[src/canctl_pkg.sv]
// Constants of the CAN general control, status and interrupt block.
// Assumes a single 50 MHz clock shared by the bus slave and protocol engine.
// ****************************************************************
// Operation
// - Events set object or general flags; enabled kinds also set summary bits.
// - General flags clear on writing one; writing zero keeps them.
// - Timer wrap flag clears on write one or on handler entry.
// - Own-frame form error while transmitting also raises a bit error.
// - Errors recorded per object never set general error flags.
// - Abort request clears object enables at once; ongoing transfer finishes.
// - Overload request sends an overload frame after next received frame.
// - Time-triggered mode; sync bit picks start or end of frame capture.
// - Listening mode bit and factory test bit; software keeps test clear.
// - Standby finishes transmission, freezes channel, drives recessive, stops reception.
// - Enable mode entered after 11 recessive bits; enabled flag shows mode.
// - Soft reset bit self clears, resets controller, ORed with hardware reset.
// - Overload active flag high while overload frame sent; no interrupt.
// - Transmitter and receiver busy flags reflect activity; no interrupt.
// - Bus-off and error-passive status; only entry to bus-off from error-passive interrupts.
// - Any-interrupt flag is OR of all sources except timer wrap.
// - Timer wrap flag sets when 16-bit timer rolls from FFFF to zero.
// - Frame buffer flag sets on completion; clear needs all configs rewritten.
// - General stuff, CRC, form and acknowledge error flags.
// - Global enable gates all interrupts except timer wrap; separate enable gates timer wrap.
// ****************************************************************
package canctl_pkg;
    localparam int NUM_OBJ = 6;
    localparam logic [7:0] OFF_CONTROL = 8'h00;
    localparam logic [7:0] OFF_STATUS = 8'h04;
    localparam logic [7:0] OFF_GEN_FLAGS = 8'h08;
    localparam logic [7:0] OFF_GEN_IRQ_EN = 8'h0C;
    localparam logic [7:0] OFF_OBJ_IRQ_EN = 8'h10;
    localparam logic [7:0] OFF_OBJ_SUMMARY = 8'h14;
    localparam logic [7:0] OFF_OBJ_ENABLE = 8'h18;
    localparam logic [7:0] OFF_OBJ_STATUS = 8'h1C;
    localparam logic [7:0] OFF_TIMER = 8'h20;
    localparam logic [7:0] OFF_CAPTURE = 8'h24;
    localparam logic [7:0] RST_BYTE = 8'h00;
    // Control bits.
    localparam int CB_ABORT = 7;
    localparam int CB_OVLD = 6;
    localparam int CB_TIME_TRIG = 5;
    localparam int CB_SYNC = 4;
    localparam int CB_ONLY_MODE_A = 3;
    localparam int CB_TEST = 2;
    localparam int CB_ENABLE = 1;
    localparam int CB_SOFT_RST = 0;
    // Status bits.
    localparam int SB_OVLD = 6;
    localparam int SB_TX_BUSY = 4;
    localparam int SB_RX_BUSY = 3;
    localparam int SB_ENABLED = 2;
    localparam int SB_BUSOFF = 1;
    localparam int SB_PASSIVE = 0;
    // General flag bits.
    localparam int GB_ANY = 7;
    localparam int GB_BUSOFF = 6;
    localparam int GB_WRAP = 5;
    localparam int GB_BUF = 4;
    // General enable bits.
    localparam int EB_ALL = 7;
    localparam int EB_BUSOFF = 6;
    localparam int EB_RX = 5;
    localparam int EB_TX = 4;
    localparam int EB_ERR = 3;
    localparam int EB_BUF = 2;
    localparam int EB_GERR = 1;
    localparam int EB_WRAP = 0;
    // Object status word lanes.
    localparam int OS_RX = 0;
    localparam int OS_TX = 8;
    localparam int OS_ERR = 16;
    localparam int OS_BIT = 24;
    localparam logic [3:0] RECESSIVE_BITS = 4'hB;
endpackage

[src/canctl_top.sv]
// CAN general control, status and interrupt logic behind an AHB-Lite slave.
// Assumes the protocol engine sits on hclk and drives one-cycle event pulses;
// only the CAN receive pin arrives asynchronously.
//
// The AHB-Lite interface to the registers and the placing of the registers are this design's own decisions.
`timescale 1ns/1ps
module canctl_top
(
    input wire logic hclk, // Clock, 50 MHz.
    input wire logic hresetn, // Asynchronous reset, active low.
    input wire logic hsel, // Slave select.
    input wire logic [7:0] haddr, // Byte address.
    input wire logic [1:0] htrans, // Transfer type.
    input wire logic hwrite, // Write access.
    input wire logic [2:0] hsize, // Transfer size.
    input wire logic hready, // Bus ready in.
    input wire logic [31:0] hwdata, // Write data.
    output logic [31:0] hrdata, // Read data.
    output logic hreadyout, // Always ready.
    output logic hresp, // Always OKAY.
    input wire logic can_rx_pin, // CAN receive pin, asynchronous.
    input wire logic bit_tick, // One pulse per CAN bit time.
    input wire logic timer_tick, // Prescaled timer increment pulse.
    input wire logic [5:0] rx_done, // Object reception complete.
    input wire logic [5:0] tx_done, // Object transmission complete.
    input wire logic [5:0] obj_error, // Error logged to object.
    input wire logic [5:0] tx_form_error, // Form error in own frame.
    input wire logic [5:0] config_written, // Object config field rewritten.
    input wire logic [5:0] buffer_set, // Objects in frame buffer set.
    input wire logic buffer_done, // Frame buffer reception complete.
    input wire logic gen_stuff_err, // Stuff error, unmatched frame.
    input wire logic gen_crc_err, // CRC error, unmatched frame.
    input wire logic gen_form_err, // Form error, unmatched frame.
    input wire logic gen_ack_err, // Acknowledge error, unmatched frame.
    input wire logic obj_matched, // Error already recorded per object.
    input wire logic overload_active, // Overload frame being sent.
    input wire logic tx_busy, // Transmitter busy.
    input wire logic rx_busy, // Receiver busy.
    input wire logic busoff_state, // Bus-off state.
    input wire logic error_passive_state, // Error-passive state.
    input wire logic sof_seen, // Start of frame pulse.
    input wire logic eof_last, // Last end-of-frame bit pulse.
    input wire logic timer_irq_ack, // Handler entry for timer wrap.
    output logic abort_request, // Abort pending communications.
    output logic overload_frame_request, // Overload frame requested.
    output logic time_triggered_mode, // Time-triggered mode.
    output logic time_trigger_sync_select, // 1: end of frame sync.
    output logic only_mode_a, // Listening mode.
    output logic test_mode, // Factory test mode.
    output logic tx_force_recessive, // Transmitter held recessive.
    output logic rx_enable, // Receiver enabled.
    output logic controller_reset, // Hardware or soft reset, high active.
    output logic irq // Interrupt request.
);
    // ****************************************************************
    // Bus slave
    // ****************************************************************
    logic [7:0] control_reg;
    logic [7:0] gen_flags_reg;
    logic [7:0] gen_irq_en_reg;
    logic [5:0] obj_irq_en_reg;
    logic [5:0] obj_enable_reg;
    logic [5:0] rx_ok_reg;
    logic [5:0] tx_ok_reg;
    logic [5:0] err_reg;
    logic [5:0] bit_err_reg;
    logic [5:0] pend_bit_reg;
    logic [5:0] rewritten_reg;
    logic [15:0] timer_reg;
    logic [15:0] capture_reg;
    logic enabled_reg;
    logic [3:0] rec_cnt_reg;
    logic busoff_prev_reg;
    logic passive_prev_reg;
    logic rx_meta_reg;
    logic rx_sync_reg;
    logic wr_pend_reg;
    logic [7:0] wr_addr_reg;
    logic [31:0] rdata_next;
    logic [7:0] status_word;
    logic [5:0] summary;
    logic any_irq;
    logic wr;
    logic srst;
    logic [7:0] wb;
    logic acc;

    assign acc = hsel && hready && htrans[1];
    assign hreadyout = 1'b1;
    assign hresp = 1'b0;
    assign wr = wr_pend_reg;
    assign wb = hwdata[7:0];
    // Soft reset acts for the single cycle the bit is held.
    assign srst = control_reg[canctl_pkg::CB_SOFT_RST];
    assign controller_reset = !hresetn || srst;

    always_ff @(posedge hclk or negedge hresetn)
    begin
        if (!hresetn)
        begin
            wr_pend_reg <= 1'b0;
            wr_addr_reg <= canctl_pkg::RST_BYTE;
        end
        else
        begin
            wr_pend_reg <= acc && hwrite;
            wr_addr_reg <= haddr;
        end
    end

    always_comb
    begin
        rdata_next = 32'h0000_0000;
        case (haddr)
            canctl_pkg::OFF_CONTROL: rdata_next[7:0] = control_reg;
            canctl_pkg::OFF_STATUS: rdata_next[7:0] = status_word;
            canctl_pkg::OFF_GEN_FLAGS: rdata_next[7:0] = gen_flags_reg | {any_irq, 7'h00};
            canctl_pkg::OFF_GEN_IRQ_EN: rdata_next[7:0] = gen_irq_en_reg;
            canctl_pkg::OFF_OBJ_IRQ_EN: rdata_next[5:0] = obj_irq_en_reg;
            canctl_pkg::OFF_OBJ_SUMMARY: rdata_next[5:0] = summary;
            canctl_pkg::OFF_OBJ_ENABLE: rdata_next[5:0] = obj_enable_reg;
            canctl_pkg::OFF_OBJ_STATUS:
            begin
                rdata_next[canctl_pkg::OS_RX +: 6] = rx_ok_reg;
                rdata_next[canctl_pkg::OS_TX +: 6] = tx_ok_reg;
                rdata_next[canctl_pkg::OS_ERR +: 6] = err_reg;
                rdata_next[canctl_pkg::OS_BIT +: 6] = bit_err_reg;
            end
            canctl_pkg::OFF_TIMER: rdata_next[15:0] = timer_reg;
            canctl_pkg::OFF_CAPTURE: rdata_next[15:0] = capture_reg;
            default: rdata_next = 32'h0000_0000;
        endcase
    end

    always_ff @(posedge hclk or negedge hresetn)
    begin
        if (!hresetn)
            hrdata <= 32'h0000_0000;
        else if (acc && !hwrite)
            hrdata <= rdata_next;
    end

    // ****************************************************************
    // Control and enables
    // ****************************************************************
    always_ff @(posedge hclk or negedge hresetn)
    begin
        if (!hresetn)
            control_reg <= canctl_pkg::RST_BYTE;
        else if (wr && wr_addr_reg == canctl_pkg::OFF_CONTROL)
            control_reg <= wb;
        else
            control_reg[canctl_pkg::CB_SOFT_RST] <= 1'b0;
    end

    assign abort_request = control_reg[canctl_pkg::CB_ABORT];
    assign overload_frame_request = control_reg[canctl_pkg::CB_OVLD];
    assign time_triggered_mode = control_reg[canctl_pkg::CB_TIME_TRIG];
    assign time_trigger_sync_select = control_reg[canctl_pkg::CB_SYNC];
    assign only_mode_a = control_reg[canctl_pkg::CB_ONLY_MODE_A];
    assign test_mode = control_reg[canctl_pkg::CB_TEST];

    always_ff @(posedge hclk or negedge hresetn)
    begin
        if (!hresetn)
        begin
            gen_irq_en_reg <= canctl_pkg::RST_BYTE;
            obj_irq_en_reg <= 6'h00;
        end
        else if (srst)
        begin
            gen_irq_en_reg <= canctl_pkg::RST_BYTE;
            obj_irq_en_reg <= 6'h00;
        end
        else if (wr && wr_addr_reg == canctl_pkg::OFF_GEN_IRQ_EN)
            gen_irq_en_reg <= wb;
        else if (wr && wr_addr_reg == canctl_pkg::OFF_OBJ_IRQ_EN)
            obj_irq_en_reg <= wb[5:0];
    end

    // Objects become enabled when their configuration is written and drop
    // out on completion, abort or standby; configurations are left alone.
    always_ff @(posedge hclk or negedge hresetn)
    begin
        if (!hresetn)
            obj_enable_reg <= 6'h00;
        else if (srst || abort_request || !enabled_reg)
            obj_enable_reg <= 6'h00;
        else
            obj_enable_reg <= (obj_enable_reg | config_written) & ~(rx_done | tx_done);
    end

    // ****************************************************************
    // Enable and standby sequencing
    // ****************************************************************
    always_ff @(posedge hclk or negedge hresetn)
    begin
        if (!hresetn)
        begin
            rx_meta_reg <= 1'b1;
            rx_sync_reg <= 1'b1;
        end
        else
        begin
            rx_meta_reg <= can_rx_pin;
            rx_sync_reg <= rx_meta_reg;
        end
    end

    // Standby waits for the transmitter to go idle so a frame is never cut.
    always_ff @(posedge hclk or negedge hresetn)
    begin
        if (!hresetn)
        begin
            enabled_reg <= 1'b0;
            rec_cnt_reg <= 4'h0;
        end
        else if (srst)
        begin
            enabled_reg <= 1'b0;
            rec_cnt_reg <= 4'h0;
        end
        else if (!control_reg[canctl_pkg::CB_ENABLE])
        begin
            rec_cnt_reg <= 4'h0;
            if (!tx_busy)
                enabled_reg <= 1'b0;
        end
        else if (!enabled_reg && bit_tick)
        begin
            if (!rx_sync_reg)
                rec_cnt_reg <= 4'h0;
            else if (rec_cnt_reg == canctl_pkg::RECESSIVE_BITS - 4'h1)
                enabled_reg <= 1'b1;
            else
                rec_cnt_reg <= rec_cnt_reg + 4'h1;
        end
    end

    assign tx_force_recessive = !enabled_reg;
    assign rx_enable = enabled_reg;

    assign status_word = {1'b0, overload_active, 1'b0, tx_busy, rx_busy,
                          enabled_reg, busoff_state, error_passive_state};

    // ****************************************************************
    // Timer and time-trigger capture
    // ****************************************************************
    always_ff @(posedge hclk or negedge hresetn)
    begin
        if (!hresetn)
        begin
            timer_reg <= 16'h0000;
            capture_reg <= 16'h0000;
        end
        else if (srst || !enabled_reg)
            timer_reg <= 16'h0000;
        else
        begin
            if (timer_tick)
                timer_reg <= timer_reg + 16'h0001;
            if (time_triggered_mode && (time_trigger_sync_select ? eof_last : sof_seen))
                capture_reg <= timer_reg;
        end
    end

    // ****************************************************************
    // Object flags
    // ****************************************************************
    // Software writes zero to clear and one to keep; a same-cycle event wins.
    always_ff @(posedge hclk or negedge hresetn)
    begin
        if (!hresetn)
        begin
            rx_ok_reg <= 6'h00;
            tx_ok_reg <= 6'h00;
            err_reg <= 6'h00;
            bit_err_reg <= 6'h00;
            pend_bit_reg <= 6'h00;
        end
        else if (srst)
        begin
            rx_ok_reg <= 6'h00;
            tx_ok_reg <= 6'h00;
            err_reg <= 6'h00;
            bit_err_reg <= 6'h00;
            pend_bit_reg <= 6'h00;
        end
        else
        begin
            // The follow-on bit error lands one cycle later as its own event.
            pend_bit_reg <= tx_form_error;
            if (wr && wr_addr_reg == canctl_pkg::OFF_OBJ_STATUS)
            begin
                rx_ok_reg <= (rx_ok_reg & hwdata[canctl_pkg::OS_RX +: 6]) | rx_done;
                tx_ok_reg <= (tx_ok_reg & hwdata[canctl_pkg::OS_TX +: 6]) | tx_done;
                err_reg <= (err_reg & hwdata[canctl_pkg::OS_ERR +: 6]) | obj_error | tx_form_error;
                bit_err_reg <= (bit_err_reg & hwdata[canctl_pkg::OS_BIT +: 6]) | pend_bit_reg;
            end
            else
            begin
                rx_ok_reg <= rx_ok_reg | rx_done;
                tx_ok_reg <= tx_ok_reg | tx_done;
                err_reg <= err_reg | obj_error | tx_form_error;
                bit_err_reg <= bit_err_reg | pend_bit_reg;
            end
        end
    end

    always_comb
    begin
        for (int i = 0; i < canctl_pkg::NUM_OBJ; i++)
        begin
            summary[i] = obj_irq_en_reg[i] &&
                ((rx_ok_reg[i] && gen_irq_en_reg[canctl_pkg::EB_RX]) ||
                 (tx_ok_reg[i] && gen_irq_en_reg[canctl_pkg::EB_TX]) ||
                 ((err_reg[i] || bit_err_reg[i]) && gen_irq_en_reg[canctl_pkg::EB_ERR]));
        end
    end

    // ****************************************************************
    // General flags
    // ****************************************************************
    logic [7:0] gen_set;
    logic [7:0] gen_clr;
    logic bx_clear_ok;

    assign bx_clear_ok = (buffer_set & ~rewritten_reg) == 6'h00;

    always_comb
    begin
        gen_set = 8'h00;
        gen_set[canctl_pkg::GB_BUSOFF] = busoff_state && !busoff_prev_reg && passive_prev_reg;
        gen_set[canctl_pkg::GB_WRAP] = timer_tick && enabled_reg && timer_reg == 16'hFFFF;
        gen_set[canctl_pkg::GB_BUF] = buffer_done;
        gen_set[3:0] = {gen_stuff_err, gen_crc_err, gen_form_err, gen_ack_err}
                       & {4{!obj_matched}};
        gen_clr = 8'h00;
        if (wr && wr_addr_reg == canctl_pkg::OFF_GEN_FLAGS)
            gen_clr = {1'b0, wb[6:0]};
        if (!bx_clear_ok)
            gen_clr[canctl_pkg::GB_BUF] = 1'b0;
        if (timer_irq_ack)
            gen_clr[canctl_pkg::GB_WRAP] = 1'b1;
    end

    always_ff @(posedge hclk or negedge hresetn)
    begin
        if (!hresetn)
        begin
            gen_flags_reg <= canctl_pkg::RST_BYTE;
            busoff_prev_reg <= 1'b0;
            passive_prev_reg <= 1'b0;
            rewritten_reg <= 6'h00;
        end
        else if (srst)
        begin
            gen_flags_reg <= canctl_pkg::RST_BYTE;
            busoff_prev_reg <= 1'b0;
            passive_prev_reg <= 1'b0;
            rewritten_reg <= 6'h00;
        end
        else
        begin
            busoff_prev_reg <= busoff_state;
            passive_prev_reg <= error_passive_state;
            // Set wins over a clear in the same cycle.
            gen_flags_reg <= (gen_flags_reg & ~gen_clr) | gen_set;
            if (buffer_done)
                rewritten_reg <= 6'h00;
            else
                rewritten_reg <= rewritten_reg | config_written;
        end
    end

    // ****************************************************************
    // Interrupt request
    // ****************************************************************
    assign any_irq = (summary != 6'h00) ||
        (gen_flags_reg[canctl_pkg::GB_BUSOFF] && gen_irq_en_reg[canctl_pkg::EB_BUSOFF]) ||
        (gen_flags_reg[canctl_pkg::GB_BUF] && gen_irq_en_reg[canctl_pkg::EB_BUF]) ||
        ((gen_flags_reg[3:0] != 4'h0) && gen_irq_en_reg[canctl_pkg::EB_GERR]);

    assign irq = (any_irq && gen_irq_en_reg[canctl_pkg::EB_ALL]) ||
        (gen_flags_reg[canctl_pkg::GB_WRAP] && gen_irq_en_reg[canctl_pkg::EB_WRAP]);
endmodule

[config.mk]
export PLATFORM = sky130hd
export DESIGN_NAME = canctl_top
export DESIGN_NICKNAME = d
export VERILOG_FILES = /design/src/canctl_pkg.sv /design/src/canctl_top.sv
export SDC_FILE = /design/constraint.sdc
export NUM_CORES = 1
export LEC_CHECK = 0
export ABC_AREA = 1
export BUFFER_PORTS_ARGS = -buffer_cell sky130_fd_sc_hd__buf_2
export CAP_MARGIN = 10
export CORE_MARGIN = 1.5
export CORE_UTILIZATION = 35
export CTS_CLUSTER_DIAMETER = 200
export DETAILED_ROUTE_END_ITERATION = 10
export GPL_TIMING_DRIVEN = 0
export PLACE_DENSITY = 0.53
export SLEW_MARGIN = 20
export SYNTH_ARGS = -nofsm -noshare
export SYNTH_HDL_FRONTEND = slang
export SYNTH_SLANG_ARGS = --single-unit
export TNS_END_PERCENT = 10
[constraint.sdc]
create_clock -name hclk -period 2.39 [get_ports hclk]
set_clock_uncertainty 0.2 [all_clocks]
set_input_delay 0.1195 -clock hclk [delete_from_list [all_inputs] [get_ports hclk]]
set_output_delay 0.1195 -clock hclk [all_outputs]
set_load 0.01 [all_outputs]
# Word-level counts from Yosys, hierarchy flattened
# Index checks and enable logic that the tools add are counted.
word_totals:
  reg_bits: 150
  latchBits: 0
  ram_bits: 0
  romBits: 0
  inputBits: 103
  out_inout_bits: 44
  mem_count: 0
op_classes:
  add_sub_neg: 2
  mul: 0
  n_div: 0
  magnitude_cmp: 0
  n_eq_ne: 21
  shift: 0
  mux: 44
  n_bitwise: 27
  reduce_logical: 87
ops:
  columns: ["op", "n"]
  rows:
  - ["6-bit two-way mux", 17]
  - ["6-bit OR", 13]
  - ["6-bit one-hot mux with 10 select lines", 1]
  - ["8-bit by 5-bit == test with 1-bit output (second input constant)", 6]
  - ["1-bit logical AND", 44]
  - ["6-bit AND", 6]
  - ["8-bit by 4-bit == test with 1-bit output (second input constant)", 4]
  - ["16-bit two-way mux", 2]
  - ["1-bit logical OR", 26]
  - ["8-bit two-way mux", 3]
  - ["4-bit two-way mux", 5]
  - ["6-bit one-hot mux with 3 select lines", 1]
  - ["16-bit by 1-bit adder with 16-bit output (second input constant)", 1]
  - ["16-bit == test (second input constant)", 1]
  - ["8-bit by 6-bit == test with 1-bit output (second input constant)", 2]
  - ["8-bit zero test", 2]
  - ["1-bit two-way mux", 12]
  - ["6-bit inverter", 2]
  - ["2-bit one-hot mux with 6 select lines", 1]
  - ["3-bit by 2-bit inequality test with 1-bit output (second input constant)", 3]
  - ["8-bit AND", 1]
  - ["8-bit by 3-bit == test with 1-bit output (second input constant)", 1]
  - ["8-bit inverter", 1]
  - ["8-bit by 7-bit OR with 8-bit output", 1]
  - ["17 further kinds", 25]

# Depth between registers and ports, before layout
depth:
  ltp_word: 10
  mapped_depth: 13
  depth_no_buf: 12

# Worst setup path after synthesis
# OpenSTA, ideal clock, no wires.
synth_path:
  kind: "reg2reg"
  from: "register enabled_reg, in the netlist rx_enable"
  to: "register capture_reg[14]"
  setup_ps: 125
  t_arrival_ps: 1259
  path_slack_ps: 806
  stages_incl_launch_ff: 6
  period_less_slack_ps: 1584
  path_cell_list: "dfrtp_1 inv_2 nor2_8 o2111ai_2 buf_6 mux2_4"
synth_between:
  elab_chain_cells: 4
synth_lines:
  columns: ["item", "line", "rtl"]
  rows:
  - ["start: declaration", "canctl_top.sv:71", "logic enabled_reg;"]
  - ["start signal: assignment", "canctl_top.sv:215", "enabled_reg <= 1'b0;"]
  - ["start signal: assignment", "canctl_top.sv:220", "enabled_reg <= 1'b0;"]
  - ["start signal: assignment", "canctl_top.sv:227", "enabled_reg <= 1'b0;"]
  - ["1-bit zero test", null, null]
  - ["named net tx_force_recessive", "canctl_top.sv:50", "output logic tx_force_recessive,"]
  - ["1-bit logical OR", "canctl_top.sv:256", "else if (srst || !enabled_reg)"]
  - ["1-bit inverter (no line)", null, null]
  - ["2-bit AND reduction (no line)", null, null]
  - ["end signal: assignment", "canctl_top.sv:263", "capture_reg <= timer_reg;"]
  - ["end: declaration", "canctl_top.sv:70", "logic [15:0] capture_reg;"]
# The timed path passes the listed nets, and every way through them passes these cells.
# A chain may end at the register's enable or synchronous reset.

# Worst setup path after layout
layout_path:
  from: "input hwrite"
  to: "register hrdata[28]"
layout_between:
  elab_chain_cells: 2
layout_lines:
  columns: ["item", "line", "rtl"]
  rows:
  - ["start: declaration", "canctl_top.sv:14", "input wire logic hwrite,"]
  - ["1-bit zero test", "canctl_top.sv:139", "else if (acc && !hwrite)"]
  - ["1-bit logical AND", "canctl_top.sv:139", null]
  - ["end signal: assignment", "canctl_top.sv:140", "hrdata <= rdata_next;"]
  - ["end: declaration", "canctl_top.sv:18", "output logic [31:0] hrdata,"]
# Every way passes these cells.

==> results.toml <==
[setup_path]
startpoint_type = "input pin"
worstPathArrival_ps = 2420
required_ps = 2490
critPathKind = "input pin to flip-flop"
worst_r2r_path_depth = 6
end_kind = "flip-flop"
critPathMaxFanout = 10

[placed_design]
io_buffers = 130
place.gp.congestion = 0.8480
postPlaceCellArea_um2 = 8289
dp_hpwl_mm = 17.02

[grt]
use_met3_pct = 4.006
antenna_found_initial = 0
grt.busiest_layer = "met2"
use_met2_pct = 37.33
grt_pass1_vias = 6891
grt_pass1_wl_mm = 37.83
grt_use_total_pct = 22.95
met1_usage_pct = 32.07
grt_overflow = 0
grt_start_max_net_pins = 82

[final_layout]
drive_above_1_share_pct = 21.47
syn_to_final_growth_pct = 35.61
utilization_pct = 48.42
nets = 1239
largest_register_ffs = 28
antenna_cells = 0
design_area_um2 = 9829
filler_cell_count = 2030

[pwr]
leakagePower_nw = 4.782
vdd_drop_max_uv = 512.3
power_density_nw_per_um2 = 591.2

[cts]
cts.sink_count = 149
cts.path.max_buffers = 2
clk_pin_slew_ps = 60
cts_tree = "built"
clk_latency_ps = 430
cts_root_buf = "clkbuf_16"
cts_made_buffers = 17
h-tree-depth = 4

[floorplanning]
die_area_um2 = 21580
die_height_um = 146.9
io_pins = 147
core-area_um2 = 20300
start_util_pct = 35.71
num_rows = 52
die_w_um = 146.9

[sta]
worst_pin_slew_ps = 870.4
rsz0062_at_grt = "false"
layout_min_cycle_time_ps = 2327
timing.hold.ws_ps = 42.51
max-slew-margin-rel_pct = 41.76
fin_crit_sh_pct = 97.37
setup_violations = 0
fmax_mhz = 429.7
hold_violations = 0
slew_viol_final = 0

[flow_run]
maxCapViolCount = 0

[route]
via_count = 6820
wl_per_cell_um = 16.60
drc = 0
via_per_inst = 4.816
ant_nets = 0
first_pass_iters = 5
drt_iter0_drc = 505
drt-total-wl_mm = 23.50

[yosys]
ys_types = 41
syn_area_per_cell_um2 = 8.237
yosysSeqAreaShare_pct = 51.48
ys_ff_latch = 149
syn-instance-count = 880
netlist_area_um2 = 7248
yosys_warnings = 0

[min_path]
hold_class = "input pin to async pin"

[run_status]
status = "finished clean"
power breakdown:
group | internal, mW | switching [mW] | total [mW]
clock network | 1.37 | 1.15 | 2.51
logic | 0.271 | 0.333 | 0.604
registers | 2.62 | 0.0729 | 2.69
total | 4.26 | 1.55 | 5.81
repair_timing:
action,CTS,global route
endpoints found under the hold margin,235,0
hold buffers,99,0
buffers inserted,0,0
setup endpoints to repair,0,7
resized for setup,0,6
cells in the final DEF (no fill, tap or decap), types with 8 or more instances in the layout:
cell,synthesis,routed
nand2_1,222,221
dfrtp_1,147,146
buf_2,11,140
dlygate4sd3_1,0,99
inv_1,93,93
o21ai_0,96,93
nor2_1,74,73
a21oi_1,58,58
nand3_1,54,54
clkbuf_16,0,17
o21ai_1,12,15
clkbuf_1,9,10
inv_2,9,9
nor3_1,8,8
nor2_4,8,8
worst paths after layout:
check                                     from                to  slack, ps
worst max-delay path                    hwrite        hrdata[28]         60
worst min-delay path                   hresetn    rec_cnt_reg[3]         40
worst max register to register  wr_addr_reg[1]  gen_flags_reg[1]        140
worst min register to register     rx_meta_reg       rx_sync_reg        160
max in group asynchronous              hresetn        err_reg[1]       1160
min in group hclk                      rx_busy         hrdata[3]         50
cells by family after synthesis:
logic type / Yosys count / synth area share (%)
AO/OA/AOI/OAI: 179 / 12.98
XOR/XNOR: 2 / 0.2417
adder cells (fa/ha/maj): 3 / 0.5179
buffers and inverters: 135 / 8.165
flip-flops: 149 / 51.48
multiplexers: 2 / 0.4143
other: 2 / 0.1036
AND/OR/NAND/NOR: 408 / 26.10
critical path: stages:
cell and delay (ps):
dlygate4sd3_1 530, buf_2 130, nor2_1 670, inv_1 370
clkbuf_1 380, nand2_1 140, o21ai_0 80
layer usage:
metal / share of wire [%] / up-vias
met4: 1.0 / 0
met1: 47 / 3284
met5: 0 / -
met3: 5.3 / 18
met2: 47 / 181
li1: - / 3337
through the flow:
stage	setup slack, ps	setup TNS [ps]	total power, mW	instances
2_1_floorplan	806.0	0	2.969	884
3_3_place_gp	-1411	-207620	3.226	1284
3_5_place_dp	149.0	0	3.237	1285
4_1_cts	82.73	0	5.854	1416
5_1_grt	0.9610	0	6.054	1416
6_report	62.94	0	5.811	1416
final cells by class:
type                       instances  area, um2  area share, %
sequential                       149       3732          37.97
timing repair buffer             230       1679          17.08
clock inverter                    13      100.1          1.018
inverter                         102      382.9          3.895
clock buffer                      19      442.9          4.506
multi-input combinational        600       2945          29.96
buffer                            33      209.0          2.126
tap                              270      337.8          3.437
synth_stat cells, drive strengths merged:
cell type / n / area [um2]
o21a: 1 / 7.510
or2: 4 / 25.03
o2111ai: 1 / 15.01
nand4: 7 / 43.79
dfstp: 2 / 52.55
a21oi: 59 / 299.0
dfrtp: 147 / 3679
nor3: 12 / 92.59
nand3: 59 / 327.8
nor3b: 2 / 15.01
nor4: 6 / 75.07
nand2: 230 / 893.4
inv: 102 / 382.9
o32ai: 1 / 8.760
mux2: 2 / 30.03
a21boi: 1 / 7.510
xor2: 2 / 17.52
conb: 2 / 7.510
buf: 24 / 175.2
nor2: 88 / 419.2
a32oi: 1 / 8.760
o22ai: 3 / 18.77
o21ai: 112 / 575.6
ha: 3 / 37.54
clkbuf: 9 / 33.78
No activity file was read; power rests on OpenSTA's default activity.
